File: src/hdl/dpsc_regs.vh
`ifndef DPSC_REGS_VH
`define DPSC_REGS_VH

// ****************************************************************
// Serial word layout
// ****************************************************************
`define DPSC_WORD_BITS        24
`define DPSC_CMD_MSB          23
`define DPSC_CMD_LSB          20
`define DPSC_ADDR_MSB         19
`define DPSC_ADDR_LSB         16
`define DPSC_DATA_MSB         15
`define DPSC_DATA_LSB         0
`define DPSC_WIPER_MSB        9
`define DPSC_COUNT_FULL       5'h18

// ****************************************************************
// Command codes
// ****************************************************************
`define DPSC_CMD_NOP          4'h0
`define DPSC_CMD_RECALL_ALT   4'h1
`define DPSC_CMD_SAVE_WIPER   4'h2
`define DPSC_CMD_WRITE_STORE  4'h3
`define DPSC_CMD_HALVE_A      4'h4
`define DPSC_CMD_HALVE_B      4'h5
`define DPSC_CMD_DEC_A        4'h6
`define DPSC_CMD_DEC_B        4'h7
`define DPSC_CMD_RECALL       4'h8
`define DPSC_CMD_READ_STORE   4'h9
`define DPSC_CMD_READ_WIPER   4'hA
`define DPSC_CMD_LOAD_WIPER   4'hB
`define DPSC_CMD_DOUBLE_A     4'hC
`define DPSC_CMD_DOUBLE_B     4'hD
`define DPSC_CMD_INC_A        4'hE
`define DPSC_CMD_INC_B        4'hF

// ****************************************************************
// Wiper codes and reset values
// ****************************************************************
`define DPSC_WIPER_ZERO       10'h000
`define DPSC_WIPER_ONE        10'h001
`define DPSC_WIPER_MID        10'h200
`define DPSC_WIPER_FULL       10'h3FF
`define DPSC_WIPER_ADDR       4'h0
`define DPSC_STORE_INIT       16'h0000
`define DPSC_SHIFT_RESET      24'h00_0000

`endif

File: src/hdl/dpsc_sync.v
`timescale 1ns/1ps
`default_nettype none

// ****************************************************************
// Two-flop synchroniser for the serial pins
// ****************************************************************
module dpsc_sync
(
    input  wire       clk_in,      // Core clock
    input  wire       reset_in,    // Synchronous reset, active high
    input  wire [2:0] async_in,    // Raw pin levels
    output wire [2:0] sync_out     // Levels safe for core logic
);

    reg [2:0] stage_one;           // First stage, read only by second
    reg [2:0] stage_two;           // Second stage, drives the output

    genvar i;

    // One independent two-flop chain per pin
    generate
        for (i = 0; i < 3; i = i + 1)
        begin : g_bit
            always @(posedge clk_in)
            begin
                if (reset_in)
                begin
                    stage_one[i] <= 1'b1;
                    stage_two[i] <= 1'b1;
                end
                else
                begin
                    stage_one[i] <= async_in[i];
                    stage_two[i] <= stage_one[i];
                end
            end
        end
    endgenerate

    assign sync_out = stage_two;

endmodule // dpsc_sync

`default_nettype wire

File: src/hdl/dpsc_decoder.v
// Behaviour
// - Word: command, address, spare, ten data bits
// - Execute only when chip select rises
// - Code 1000 reloads wiper from store
// - Code 1001 returns store word on output
// - Code 1010 returns wiper value on output
// - Code 1011 loads ten data bits
// - Code 1100 doubles wiper, +6 dB
// - Code 1101 same as 1100
// - Code 1110 increments, saturating at all ones
// - Code 1111 same as 1110
// - Code 0110 decrements, saturating at zero
// - Code 0111 same as 0110
// - Codes 0100, 0101 halve wiper, stop zero
// - Right shift drops the lowest bit
// - Doubling zero gives code one
// - Doubling midscale or above gives full scale
// - Full scale stays put under doubling
// - Step commands ignore the data bytes
// - Output presents last 24 bits shifted in
// - Word after readback carries selected contents
// - Wiper recalled from store at power-on
// - Store keeps sixteen bits, wiper uses ten
`timescale 1ns/1ps
`default_nettype none
`include "dpsc_regs.vh"

module dpsc_decoder
(
    input  wire       clk_in,                    // Core clock, 20 MHz
    input  wire       reset_in,                  // Synchronous power-on reset
    input  wire       serial_clock_in,           // Link clock from host
    input  wire       chip_select_n_in,          // Frame select, active low
    input  wire       serial_data_in,            // Link data from host
    output reg        serial_readback_out,       // Serial data bit shown
    output reg        serial_readback_oe_n_out,  // Pull low enable, active low
    output reg  [9:0] wiper_register_out,        // Present wiper setting
    output reg        busy_out                   // Power-on recall pending
);

    // ****************************************************************
    // Declarations
    // ****************************************************************
    wire [2:0]  pins_sync;           // Synchronised pin levels
    wire        sclk_now;            // Synchronised serial clock
    wire        cs_n_now;            // Synchronised chip select
    wire        sdi_now;             // Synchronised serial data

    reg         sclk_last;           // Serial clock one cycle ago
    reg         cs_n_last;           // Chip select one cycle ago
    wire        sclk_rise;           // Serial clock rising edge
    wire        cs_rise;             // Chip select release edge
    wire        cs_fall;             // Chip select assert edge

    reg  [23:0] shift_word;          // Serial shift register
    reg  [4:0]  bit_count;           // Bits taken, saturating
    reg  [9:0]  wiper_register;      // Volatile wiper setting
    reg  [15:0] nonvolatile_store [0:15]; // Sixteen store words
    reg         recall_pending;      // Power-on recall not yet done

    wire [3:0]  command_code_bits;   // Command field of the word
    wire [3:0]  store_address_bits;  // Address field of the word
    wire [15:0] data_bytes;          // Both data bytes of the word
    wire [9:0]  wiper_data_bits;     // Low ten data bits
    wire        wiper_select_bit;    // Wiper select, one wiper here
    wire        word_complete;       // A full word was shifted in
    wire [9:0]  stored_wiper;        // Wiper part of store word zero
    wire [9:0]  next_wiper;          // Wiper after the command

    integer     k;                   // Store init index

    // ****************************************************************
    // Store contents at configuration time
    // ****************************************************************
    // Nonvolatile words survive reset, so they are only set once
    initial
    begin
        for (k = 0; k < 16; k = k + 1)
        begin
            nonvolatile_store[k] = `DPSC_STORE_INIT;
        end
    end

    // ****************************************************************
    // Wiper update function
    // ****************************************************************
    // New wiper value for a command; the data bytes only reach it
    // through the load command, never through the step commands
    function [9:0] dpsc_step;
        input [3:0] cmd;
        input [9:0] wiper;
        input [9:0] load_value;
        input [9:0] saved_value;
        begin
            case (cmd)
                // Reload from store word zero
                `DPSC_CMD_RECALL,
                `DPSC_CMD_RECALL_ALT:
                begin
                    dpsc_step = saved_value;
                end
                // Direct load of ten data bits
                `DPSC_CMD_LOAD_WIPER:
                begin
                    dpsc_step = load_value;
                end
                // Doubling with the two corner cases
                `DPSC_CMD_DOUBLE_A,
                `DPSC_CMD_DOUBLE_B:
                begin
                    if (wiper == `DPSC_WIPER_ZERO)
                    begin
                        dpsc_step = `DPSC_WIPER_ONE;
                    end
                    else if (wiper >= `DPSC_WIPER_MID)
                    begin
                        dpsc_step = `DPSC_WIPER_FULL;
                    end
                    else
                    begin
                        dpsc_step = {wiper[8:0], 1'b0};
                    end
                end
                // Halving, lowest bit lost, zero stays zero
                `DPSC_CMD_HALVE_A,
                `DPSC_CMD_HALVE_B:
                begin
                    dpsc_step = {1'b0, wiper[9:1]};
                end
                // Increment, held at full scale
                `DPSC_CMD_INC_A,
                `DPSC_CMD_INC_B:
                begin
                    if (wiper == `DPSC_WIPER_FULL)
                    begin
                        dpsc_step = wiper;
                    end
                    else
                    begin
                        dpsc_step = wiper + `DPSC_WIPER_ONE;
                    end
                end
                // Decrement, held at zero
                `DPSC_CMD_DEC_A,
                `DPSC_CMD_DEC_B:
                begin
                    if (wiper == `DPSC_WIPER_ZERO)
                    begin
                        dpsc_step = wiper;
                    end
                    else
                    begin
                        dpsc_step = wiper - `DPSC_WIPER_ONE;
                    end
                end
                // All other codes leave the wiper alone
                default:
                begin
                    dpsc_step = wiper;
                end
            endcase
        end
    endfunction

    // ****************************************************************
    // Pin synchronisation and edge detection
    // ****************************************************************
    dpsc_sync u_sync
    (
        .clk_in   (clk_in),
        .reset_in (reset_in),
        .async_in ({serial_data_in, chip_select_n_in, serial_clock_in}),
        .sync_out (pins_sync)
    );

    assign sclk_now = pins_sync[0];
    assign cs_n_now = pins_sync[1];
    assign sdi_now  = pins_sync[2];

    // Previous levels for edge finding; reset levels match the
    // synchroniser's, so no false edge appears after reset
    always @(posedge clk_in)
    begin
        if (reset_in)
        begin
            sclk_last <= 1'b1;
            cs_n_last <= 1'b1;
        end
        else
        begin
            sclk_last <= sclk_now;
            cs_n_last <= cs_n_now;
        end
    end

    // Data taken on rising serial clock inside a frame
    assign sclk_rise = sclk_now & ~sclk_last & ~cs_n_now;
    assign cs_rise   = cs_n_now & ~cs_n_last;
    assign cs_fall   = ~cs_n_now & cs_n_last;

    // ****************************************************************
    // Word field decode
    // ****************************************************************
    assign command_code_bits  = shift_word[`DPSC_CMD_MSB:`DPSC_CMD_LSB];
    assign store_address_bits = shift_word[`DPSC_ADDR_MSB:`DPSC_ADDR_LSB];
    assign data_bytes         = shift_word[`DPSC_DATA_MSB:`DPSC_DATA_LSB];
    assign wiper_data_bits    = shift_word[`DPSC_WIPER_MSB:`DPSC_DATA_LSB];
    assign wiper_select_bit   = shift_word[`DPSC_ADDR_LSB];
    assign word_complete      = (bit_count == `DPSC_COUNT_FULL);
    assign stored_wiper       = nonvolatile_store[`DPSC_WIPER_ADDR][`DPSC_WIPER_MSB:0];
    assign next_wiper         = dpsc_step(command_code_bits, wiper_register,
                                          wiper_data_bits, stored_wiper);

    // ****************************************************************
    // Shift register and bit counter
    // ****************************************************************
    // MSB first; extra bits in a chain push older bits out the top.
    // On release the readback commands overwrite the data bytes
    always @(posedge clk_in)
    begin
        if (reset_in)
        begin
            shift_word <= `DPSC_SHIFT_RESET;
            bit_count  <= 5'h00;
        end
        else if (cs_fall)
        begin
            // New frame restarts the count, keeps loaded contents
            bit_count <= 5'h00;
        end
        else if (sclk_rise)
        begin
            shift_word <= {shift_word[22:0], sdi_now};
            if (!word_complete)
            begin
                bit_count <= bit_count + 5'h01;
            end
        end
        else if (cs_rise && word_complete)
        begin
            // Returned contents go out in the following word
            case (command_code_bits)
                `DPSC_CMD_READ_STORE:
                begin
                    shift_word[`DPSC_DATA_MSB:`DPSC_DATA_LSB] <=
                        nonvolatile_store[store_address_bits];
                end
                `DPSC_CMD_READ_WIPER:
                begin
                    shift_word[`DPSC_DATA_MSB:`DPSC_DATA_LSB] <=
                        {6'h00, wiper_register};
                end
                default:
                begin
                    shift_word <= shift_word;
                end
            endcase
        end
    end

    // ****************************************************************
    // Wiper register
    // ****************************************************************
    // Power-on recall first, then commands at chip select release
    always @(posedge clk_in)
    begin
        if (reset_in)
        begin
            wiper_register <= `DPSC_WIPER_ZERO;
            recall_pending <= 1'b1;
        end
        else if (recall_pending)
        begin
            wiper_register <= stored_wiper;
            recall_pending <= 1'b0;
        end
        else if (cs_rise && word_complete)
        begin
            wiper_register <= next_wiper;
        end
    end

    // ****************************************************************
    // Nonvolatile store writes
    // ****************************************************************
    // No reset: contents persist; save keeps the six upper bits
    always @(posedge clk_in)
    begin
        if (!reset_in && !recall_pending && cs_rise && word_complete)
        begin
            case (command_code_bits)
                `DPSC_CMD_WRITE_STORE:
                begin
                    nonvolatile_store[store_address_bits] <= data_bytes;
                end
                `DPSC_CMD_SAVE_WIPER:
                begin
                    nonvolatile_store[`DPSC_WIPER_ADDR][`DPSC_WIPER_MSB:0] <=
                        wiper_register;
                end
                default:
                begin
                    nonvolatile_store[`DPSC_WIPER_ADDR] <=
                        nonvolatile_store[`DPSC_WIPER_ADDR];
                end
            endcase
        end
    end

    // ****************************************************************
    // Output registers
    // ****************************************************************
    // Open-drain style: pull low for a zero bit, release for a one.
    // Released entirely while chip select is high
    always @(posedge clk_in)
    begin
        if (reset_in)
        begin
            serial_readback_out      <= 1'b1;
            serial_readback_oe_n_out <= 1'b1;
            wiper_register_out       <= `DPSC_WIPER_ZERO;
            busy_out                 <= 1'b1;
        end
        else
        begin
            serial_readback_out      <= shift_word[23];
            serial_readback_oe_n_out <= cs_n_now | shift_word[23];
            wiper_register_out       <= wiper_register;
            busy_out                 <= recall_pending;
        end
    end

endmodule // dpsc_decoder

`default_nettype wire

File: config.mk
export PLATFORM = sky130hd
export DESIGN_NAME = dpsc_decoder
export DESIGN_NICKNAME = d
export VERILOG_FILES = /design/src/hdl/dpsc_sync.v /design/src/hdl/dpsc_decoder.v
export VERILOG_INCLUDE_DIRS = /design/src /design/src/hdl
export SDC_FILE = /design/constraint.sdc
export NUM_CORES = 1
export LEC_CHECK = 0
export BUFFER_PORTS_ARGS = -buffer_cell sky130_fd_sc_hd__clkbuf_2
export CAP_MARGIN = 20
export CORE_UTILIZATION = 55
export CTS_CLUSTER_DIAMETER = 40
export CTS_CLUSTER_SIZE = 30
export DETAILED_ROUTE_END_ITERATION = 10
export GPL_TIMING_DRIVEN = 1
export PLACE_DENSITY = 0.72
export SYNTH_ARGS = -nofsm -noshare
export SYNTH_HDL_FRONTEND = slang
export SYNTH_SLANG_ARGS = --single-unit
File: constraint.sdc
create_clock -name clk_in -period 3.7 [get_ports clk_in]
set_input_delay 0.555 -clock clk_in [delete_from_list [all_inputs] [get_ports clk_in]]
set_output_delay 0.555 -clock clk_in [all_outputs]
set_load 0.005 [all_outputs]
* Word-level counts from Yosys, hierarchy flattened
Memories as Yosys holds them, arrays and structs flattened. A register that Yosys moved wholly into a read port is not among the register bits. Cells that the tools add are included.
Storage, ports and cells: logic and storage cells 101, bits in registers 61, memory bits (read-only) 0, RAM bits 256, memories kept 1, latch bits 0
Operators by class: reduce and logical (&&, ||, !) cells 23, muxes and demuxes 26, bitwise operators 11, equality and inequality tests 19, add/subtract/negate cells 3, shift operators 0, order comparisons 1, $mul 0, divide/modulo/power cells 0
Memory list:
- nonvolatile_store | depth 16, width 16, rd ports 2, clocked after Yosys merged registers in 1, write ports 1, RTL line dpsc_decoder.v:58 | reg [15:0] nonvolatile_store [0:15];
Operator list (count):
- $mux 10 | 7
- $pmux 10 s6 | 1
- $eq 4x4->1 const B | 8
- $mux 16 | 2
- $pmux 16 s2 | 1
- $mux 24 | 1
- $eq 4x3->1 const B | 4
- $reduce_or 16->1 | 1
- $reduce_or 2->1 | 7
- $mux 4 | 3
- $add 10x1->10 const B | 1
- $eq 10x10->1 const B | 1
- $ge 10x10->1 const B | 1
- $logic_not 10->1 | 1
- $mux 1 | 10
- $sub 10x1->10 const B | 1
- $eq 4x2->1 const B | 2
- $reduce_bool 7->1 | 1
- $ne 3x3->1 const B | 2
- $add 5x1->5 const B | 1
- $eq 5x5->1 const B | 1
- $not 1->1 | 5
- $and 1x1->1 | 4
- $eq 4x1->1 const B | 1
- 9 further kinds | 16

* Longest topological paths before layout
Gate-level depths: netlist (run 1).
depth in word-level cells 9, depth in mapped cells 10, mapped depth without buffers 9

* By module
From an unflattened synthesis (run 1), not the netlist that was laid out.
Second synthesis, totals: cells, all modules 856, area total of the unflattened synthesis 13705.6 µm²
Modules (own cells, without submodules):
- dpsc_decoder | cells each 844, sequential area each 8868.5 µm², area an instance 13548.0 µm², times used 1
- dpsc_sync | cells each 12, sequential area each 120.1 µm², area an instance 157.7 µm², times used 1

* Worst setup path after synthesis (run 1)
No wires, ideal clock.
kind reg2reg, from register bit_count[0], to memory nonvolatile_store[8][0], enable pin, buffers on the path 1, data required time 3.310 ns, arrival time 2.312 ns, stages on the path, launching flop included 10, clock period less this slack 2.702 ns, slack 0.998 ns, cell sequence dfxtp_1 inv_1 ha_1 nand4b_4 or2_1 nor2_1 nand2_1 buf_2 nand4b_1 nor3_1
On the way: word-level cells in the longest chain between the ends 7
Ends and longest elaborated chain:
- start, declared | RTL line dpsc_decoder.v:56 | reg [4:0] bit_count;
- start signal, assigned | RTL line dpsc_decoder.v:236 | bit_count <= bit_count + 5'h01;
- $eq 5x5->1 (no line) *
- $logic_and 1x1->1 * | RTL line dpsc_decoder.v:289 | if (!reset_in && !recall_pending && cs_rise && word_complete)
- $mux 1 | RTL line dpsc_decoder.v:289
- $mux 1 (on tied branches) | RTL line dpsc_decoder.v:298, dpsc_decoder.v:303
- $or 1x1->1 (no line)
- $reduce_or 16->1 (no line)
- $mux 4 (no line) / $mux 2 (equally long branches)
- end, declared | RTL line dpsc_decoder.v:58
Mark *: on every way between the ends. The rest lies on a longest branch, timed or not.

* Worst setup path after layout (run 1)
from register bit_count[0], to memory nonvolatile_store[2][5], data pin
On the way: word-level cells in the longest chain between the ends 7
Ends and longest elaborated chain (RTL line):
- $eq 5x5->1 (no line) *
- $logic_and 1x1->1 * | dpsc_decoder.v:289
- $mux 1 | dpsc_decoder.v:289
- $mux 1 (on tied branches) | dpsc_decoder.v:298, dpsc_decoder.v:303
- $or 1x1->1 (no line)
- $reduce_or 16->1 (no line)
- $mux 16 (no line) *
Marks and branches as above.

==> results.md, run 1 <==
- #FFs+latches synth: around 320
- Routability-driven placement congestion ratio: between 0.8 and 0.9
- Syn_area_per_cell: approximately 15 um2
- Die Width: 158.5 um
- Crit Path Max Fanout: 21
- Inserted Clock Buffers: 34
- Clk root buf: clkbuf_16
- Final Hold Fails: 0
- Setup Fix Bufs, Post-CTS: 0
- First-pass GRT wire length: about 44 mm
- CTS tree: done
- Final Power: about 7300 uW
- Final cycle utilization of the critical path: about nine tenths
- Max VDD drop: between 0.4 and 0.5 mV
- Count leader, synth: edfxtp_1
- Ys async rst share: 0%
- Inst Count DP: around 1200
- RSZ-0062 raised after global routing: false
- GRT overflow: 0
- Clk sinks: approximately 320
- Vias in the first global route: 7473
- Setup TNS: 0 ns
- Clock power frac: between 40% and 50%
- Row cnt: 56
- Final HPWL DP: between 15 and 20 mm
- Gates resized, CTS repair: 0
- Die Height: 158.5 um
- Total vias in the final route: 7694
- Final worst path period need: 3.268 ns
- Post-synth EDFFs: between 200 and 300
- Slew @ Worst Pin: approximately 1.0 ns
- CTS max path bufs: 3
- CP Launch Type: flip-flop
- Commonest register cell after synthesis: edfxtp_1
- Yosys warning total: 0
- H-Tree Depth: 2
- Int Power: between 5000 and 6000 uW
- Diodes inserted: 0
- Critical Path AT: 3.42 ns
- Detailed Routing Iterations Pass 1: 5
- Final wirelength: 27.74 mm
- Mapped cell area: 0.01348 mm2
- Area delta synth->final: 11.95%
- Final nets: ~930
- Setup-failing EPs final: 0
- Reg power frac: between 50% and 60%
- Max_cap viols: 0
- Core Area: 0.02375 mm2
- Power per Cell Area: 484.7 mW/mm2
- Synth cell count leaders: 256 x edfxtp_1, 66 x nor2_1, 65 x dfxtp_1, 65 x nand2_1, 64 x mux4_2
- Final Util: around 64%
- Cell variety after synth: 61
- Detailed Route Iter0 Violations: 794
- Lkg Pwr: roughly 0.0048 uW
- Vias/cell: 6.126
- Critical path class: flip-flop to flip-flop
- Share of layout cells above drive strength 1: 21.34%
- Logic gate share of total power: 0.9%
- Skew final: 0.01330 ns
- Initial Util: approximately 57%
- Most area-consuming cells after synthesis: edfxtp_1 57%, mux4_2 11%, dfxtp_1 9.7%
- Syn Nets: between 900 and 1000
- Hold_buf cts: 0
- Net Switching: between 1500 and 2000 uW
- Cell taking the most area after synthesis: edfxtp_1
- Port bufs: 17
- Largest net degree at the start of global routing: a little under 50
- IO Count: 18
- Outcome: complete, no violations
- Reg clk slew, reported paths: about 0.06 ns
- Post-route insts no fill: roughly 1300
- Synth top area share: 57.05%
- Worst-skew pair later-pin latency: 0.51 ns
- Switching fraction of total power: 21.13%
- Initial antenna violation count: 0
- Antenna violation net count after detailed routing: 0
- DIE AREA: 0.02513 mm2
- Worst slew margin: a little under a third
- Required time worst endpoint: just under 4 ns
- Gr usage total: 23.21%
- Max-slew violations: 0
- Cell count after synthesis: 884
- Sequential element share of the synthesized area: 66.70%
- Critical path endpoint category: flip-flop
- Hold WC Path Type: input pin to flip-flop
- DR DRC count: 0
- Drt wl/cell: roughly 22 um
- FMAX: a little over 300 MHz
## routing by layer
layer	share of wire (%)	track usage [%]	vias to the layer above
li1	-	-	3505
met1	45	33.80	3867
met2	47	36.26	283
met3	6.4	4.219	39
met4	1.6	5.952	0
met5	0	0	-
## cells by family after synthesis
| group | synth area share [%] |
|---|---|
| AOI/OAI and AO/OA | 6.722 |
| xor gates and xnor gates | 0.7149 |
| adders and majority gates | 1.170 |
| buffers and inverters | 2.303 |
| DFF | 66.70 |
| muxes | 14.30 |
| and+or+nand+nor | 8.087 |
## power groups by stage
stage               sequential, uW  clock, uW  combinational [uW]
detailed placement            3950          0                66.0
finish                        3880       3370                66.9
CTS                           3870       3400                66.7
global placement              3950          0                65.3
global route                  3880       3540                75.3
floorplan                     3940          0                52.0
## path summary, 6_finish.rpt
path                                           from                      end  depth (start not counted)  slack, ns
worst min-delay path                 serial_data_in      u_sync.stage_one[2]                          2       0.24
worst max-delay path                   bit_count[0]  nonvolatile_store[2][5]                          8       0.43
worst max register to register         bit_count[0]  nonvolatile_store[2][5]                          8       0.43
worst min register to register  u_sync.stage_one[0]       u_sync.sync_out[0]                          1       0.43
## registers in the layout, indices dropped and copies added (netlist names), named ones only
name / flops
cs_n_last: 1
bit_count: 5
shift_word: 24
recall_pending: 1
busy_out: 1
wiper_register_out: 10
serial_readback_oe_n_out: 1
sclk_last: 1
u_sync.sync_out: 3
serial_readback_out: 1
nonvolatile_store: 256
u_sync.stage_one: 3
wiper_register: 10
## metrics by stage
stage / instance area (um2) / worst slack (ns) / hold slack, ns
after floorplan: 13480 / 0.9978 / 0.3895
after global placement: 13920 / 0.6017 / 0.4088
after detailed placement: 13920 / 0.4252 / 0.3992
after CTS: 15040 / 0.4258 / 0.2259
after global routing: 15090 / 0.1620 / 0.2374
final: 15090 / 0.4323 / 0.2353
## cell type report
cell class	count	area, um2
Multi-Input combinational cell	496	4182
Tap cell	319	399.1
Timing Repair Buffer	50	352.8
Sequential cell	321	8994
Clock buffer	37	893.4
Fill cell	1642	8667
Inverter	9	33.78
Clock inverter	24	231.5
## layout by cell type, fill, tap and decap left out, drive strengths merged, types with 7 or more instances in the layout
cell type	instances
a211oi	11
a21oi	27
a221oi	11
buf	33
clkbuf	54
clkinv	10
dfxtp	65
edfxtp	256
ha	11
inv	18
mux2	12
mux2i	35
mux4	64
nand2	65
nand2b	13
nand3	13
nand4	7
nor2	67
nor2b	10
nor3	13
nor4	7
o21ai	47
or2	11
## critical path: stages (launching register included)
cell	delay, ns
dfxtp_1	0.33
inv_1	0.09
ha_1	0.20
nand4b_4	0.15
or2_1	0.30
nor2_1	0.34
nand2_1	0.35
buf_4	0.32
o21ai_1	0.83
Power figures use the tool's default switching activity.
==> run 2, diff against run 1 <==
--- a/config.mk
+++ b/config.mk
@@ -9,10 +9,11 @@
 export BUFFER_PORTS_ARGS = -buffer_cell sky130_fd_sc_hd__clkbuf_2
 export CAP_MARGIN = 20
 export CORE_UTILIZATION = 55
+export CTS_BUF_LIST = sky130_fd_sc_hd__clkbuf_16
 export CTS_CLUSTER_DIAMETER = 40
 export CTS_CLUSTER_SIZE = 30
 export DETAILED_ROUTE_END_ITERATION = 10
-export GPL_TIMING_DRIVEN = 1
+export GPL_TIMING_DRIVEN = 0
 export PLACE_DENSITY = 0.72
 export SYNTH_ARGS = -nofsm -noshare
 export SYNTH_HDL_FRONTEND = slang
==> run 2 against run 1 <==
Setup slack got worse by 0.092 ns. Register-to-register slack got worse by 0.09 ns. Total power rose by 5.7%. Fmax fell by 2.7%. First-iteration DRC count fell by 2.9%. Flip-flop and latch count did not move. Critical path depth rose by 1. Core utilization rose by 1.3 points. Global-route usage rose by 1.8 points. Via count rose by 4.6%. Critical endpoint is now nonvolatile_store[11][9]. Highest routed layer unchanged.
==> results.md, run 2 (synthesized netlist as in run 1, its figures left out) <==
- FMAX: a little under 300 MHz
- Most common cell on crit path: nor2_1
- Clk sinks: about 320
- DR WL met2: 14.16 mm
- Placement Setup Slack: approximately 0.17 ns
- FF-to-FF setup slack: 0.34 ns
- Depth of the most critical reg-to-reg path: 9
- Total vias in the final route: about 8100
- Gates resized, CTS repair: 0
- Delay-heaviest family, CP: simple AND/OR/NAND/NOR gates
- Final HPWL DP: between 15 and 20 mm
- Largest net degree at the start of global routing: 17
- Slew @ Worst Pin: 1.133 ns
- Max_cap viols: 0
- Die Width: between 150 and 200 um
- Final Util: 64.82%
- Largest registers: nonvolatile_store: 256 flops, shift_word: 24 flops
- Clk root buf: clkbuf_16
- Min-delay src: reset_in
- CTS tree: done
- Metal1 wirelength: 12.73 mm
- Max VDD drop: 0.3389 mV
- Area delta synth->final: 14.25%
- DP Area: about 0.014 mm2
- Max-slew violations: 0
- Drt wl/cell: ~23 um
- Hold_buf cts: 0
- Top Layer Used: met4
- Worst slew margin: approximately a quarter
- Largest Register: nonvolatile_store
- Diodes inserted: 0
- Outcome: complete, no violations
- Critical Path AT: 3.50 ns
- Vias/cell: 6.173
- Critical path cell sequence: inv_1 > ha_1 > nand4b_4 > or2_1 > nor2_1 > nand2_1 > buf_2 > nand4b_1 > nor2_1
- Gr usage total: 25.02%
- Largest register FFs: around 260
- Final nets: ~1000
- WHS Path Cells: 1
- Vias in the first global route: 7907
- Share of layout cells above drive strength 1: between 20% and 30%
- Setup-failing EPs final: 0
- Core Area: ~0.024 mm2
- Die Height: ~160 um
- Critical path class: flip-flop to flip-flop
- Row cnt: 56
- Reg clk slew, reported paths: roughly 0.06 ns
- Routability-driven placement congestion ratio: between 0.9 and 1
- Required time worst endpoint: 3.84 ns
- Worst-skew pair later-pin latency: about 0.53 ns
- Commonest non-fill, non-tap cell in the layout: edfxtp_1
- Storage element area: 0.008989 mm2
- IO Count: 18
- Final Hold Fails: 0
- Multi-input gate area: around 0.0042 mm2
- First-pass GRT wire length: about 46 mm
- RSZ-0062 raised after global routing: false
- Inst Count DP: about 1200
- R2r endpoint: nonvolatile_store[11][9]
- Most frequent cells in the layout: 256 x edfxtp_1, 66 x nor2_1, 65 x nand2_1, 65 x dfxtp_1, 64 x mux4_2
- CP Buf/Inv Count: 2
- Crit Path Max Fanout: 10
- Antenna violation net count after detailed routing: 0
- FF-to-FF Start: bit_count[0]
- CTS max path bufs: 3
- Port bufs: 17
- Inserted Clock Buffers: 39
- GRT overflow: 0
- DIE AREA: 0.02513 mm2
- Initial Util: between 50% and 60%
- Final wirelength: between 30 and 40 mm
- CP Launch Type: flip-flop
- Worst hold endpoint: recall_pending
- Final worst path period need: roughly 3.4 ns
- CP max-delay cell: nor2_1
- Final cycle utilization of the critical path: 90.80%
- Final Power: approximately 7700 uW
- Skew final: 0.02534 ns
- Power per Cell Area: between 500 and 600 mW/mm2
- Design Area, Final: ~0.015 mm2
- Lkg Pwr: 0.005050 uW
- Setup Fix Bufs, Post-CTS: 0
- Detailed Route Iter0 Violations: between 700 and 800
- DR DRC count: 0
- Metal3 WL: about 2.3 mm
- Final setup margin: ~0.34 ns
- Hold WC Path Type: input pin to flip-flop
- Crit-path max cell delay: 1.00 ns
- Post-route insts no fill: around 1300
- H-Tree Depth: 2
- Initial antenna violation count: 0
- Detailed Routing Iterations Pass 1: 5
- Critical path endpoint category: flip-flop
- Fillers: roughly 1600
[run 2: changes by cell type in the layout (fill, tap and decap cells not counted), moves of 5 or more]
cell and delta:
clkbuf_1 +28, buf_2 +14, buf_4 -14, buf_6 +7, inv_1 +6, buf_1 +5
clkbuf_16 +5, clkinv_1 +5
[run 2: report_power, final]
part | switching [uW] | internal (uW)
registers | 13.4 | 3860
logic | 48.2 | 30.1
clock network | 1450 | 2320
total | 1520 | 6210
[run 2: worst max path at each step]
stage | endpoint | cells after the start | slack (ns) | from
detailed placement | nonvolatile_store[7][6] | 9 | 0.17 | bit_count[0]
CTS | nonvolatile_store[7][1] | 9 | 0.14 | bit_count[0]
floorplan | nonvolatile_store[8][0] | 9 | 1.0 | bit_count[0]
global route | nonvolatile_store[10][9] | 9 | 0.19 | bit_count[0]
global placement | nonvolatile_store[4][2] | 9 | -0.11 | bit_count[0]
finish | nonvolatile_store[11][9] | 9 | 0.34 | bit_count[0]
[run 2: area by class of cell]
type / instances / area share (%)
inverters: 9 / 0.2194
clock buffers: 40 / 6.501
multi-input cells: 496 / 27.22
clock inverters: 30 / 1.902
well taps: 319 / 2.592
repair buffers: 31 / 1.382
flip-flops and latches: 321 / 58.38
plain buffers: 58 / 1.796
[run 2: routing by layer]
layer	vias to the layer above	GRT usage [%]
li1	3598	-
met1	4024	35.55
met2	363	39.43
met3	65	3.865
met4	0	9.066
met5	-	0
[run 2: per-stage QoR]
step | TNS [ns] | hold WS, ns
3_3_place_gp | -1.226 | 0.3976
4_1_cts | 0 | 0.1735
5_1_grt | 0 | 0.1790
3_5_place_dp | 0 | 0.3985
2_1_floorplan | 0 | 0.3895
6_report | 0 | 0.1851
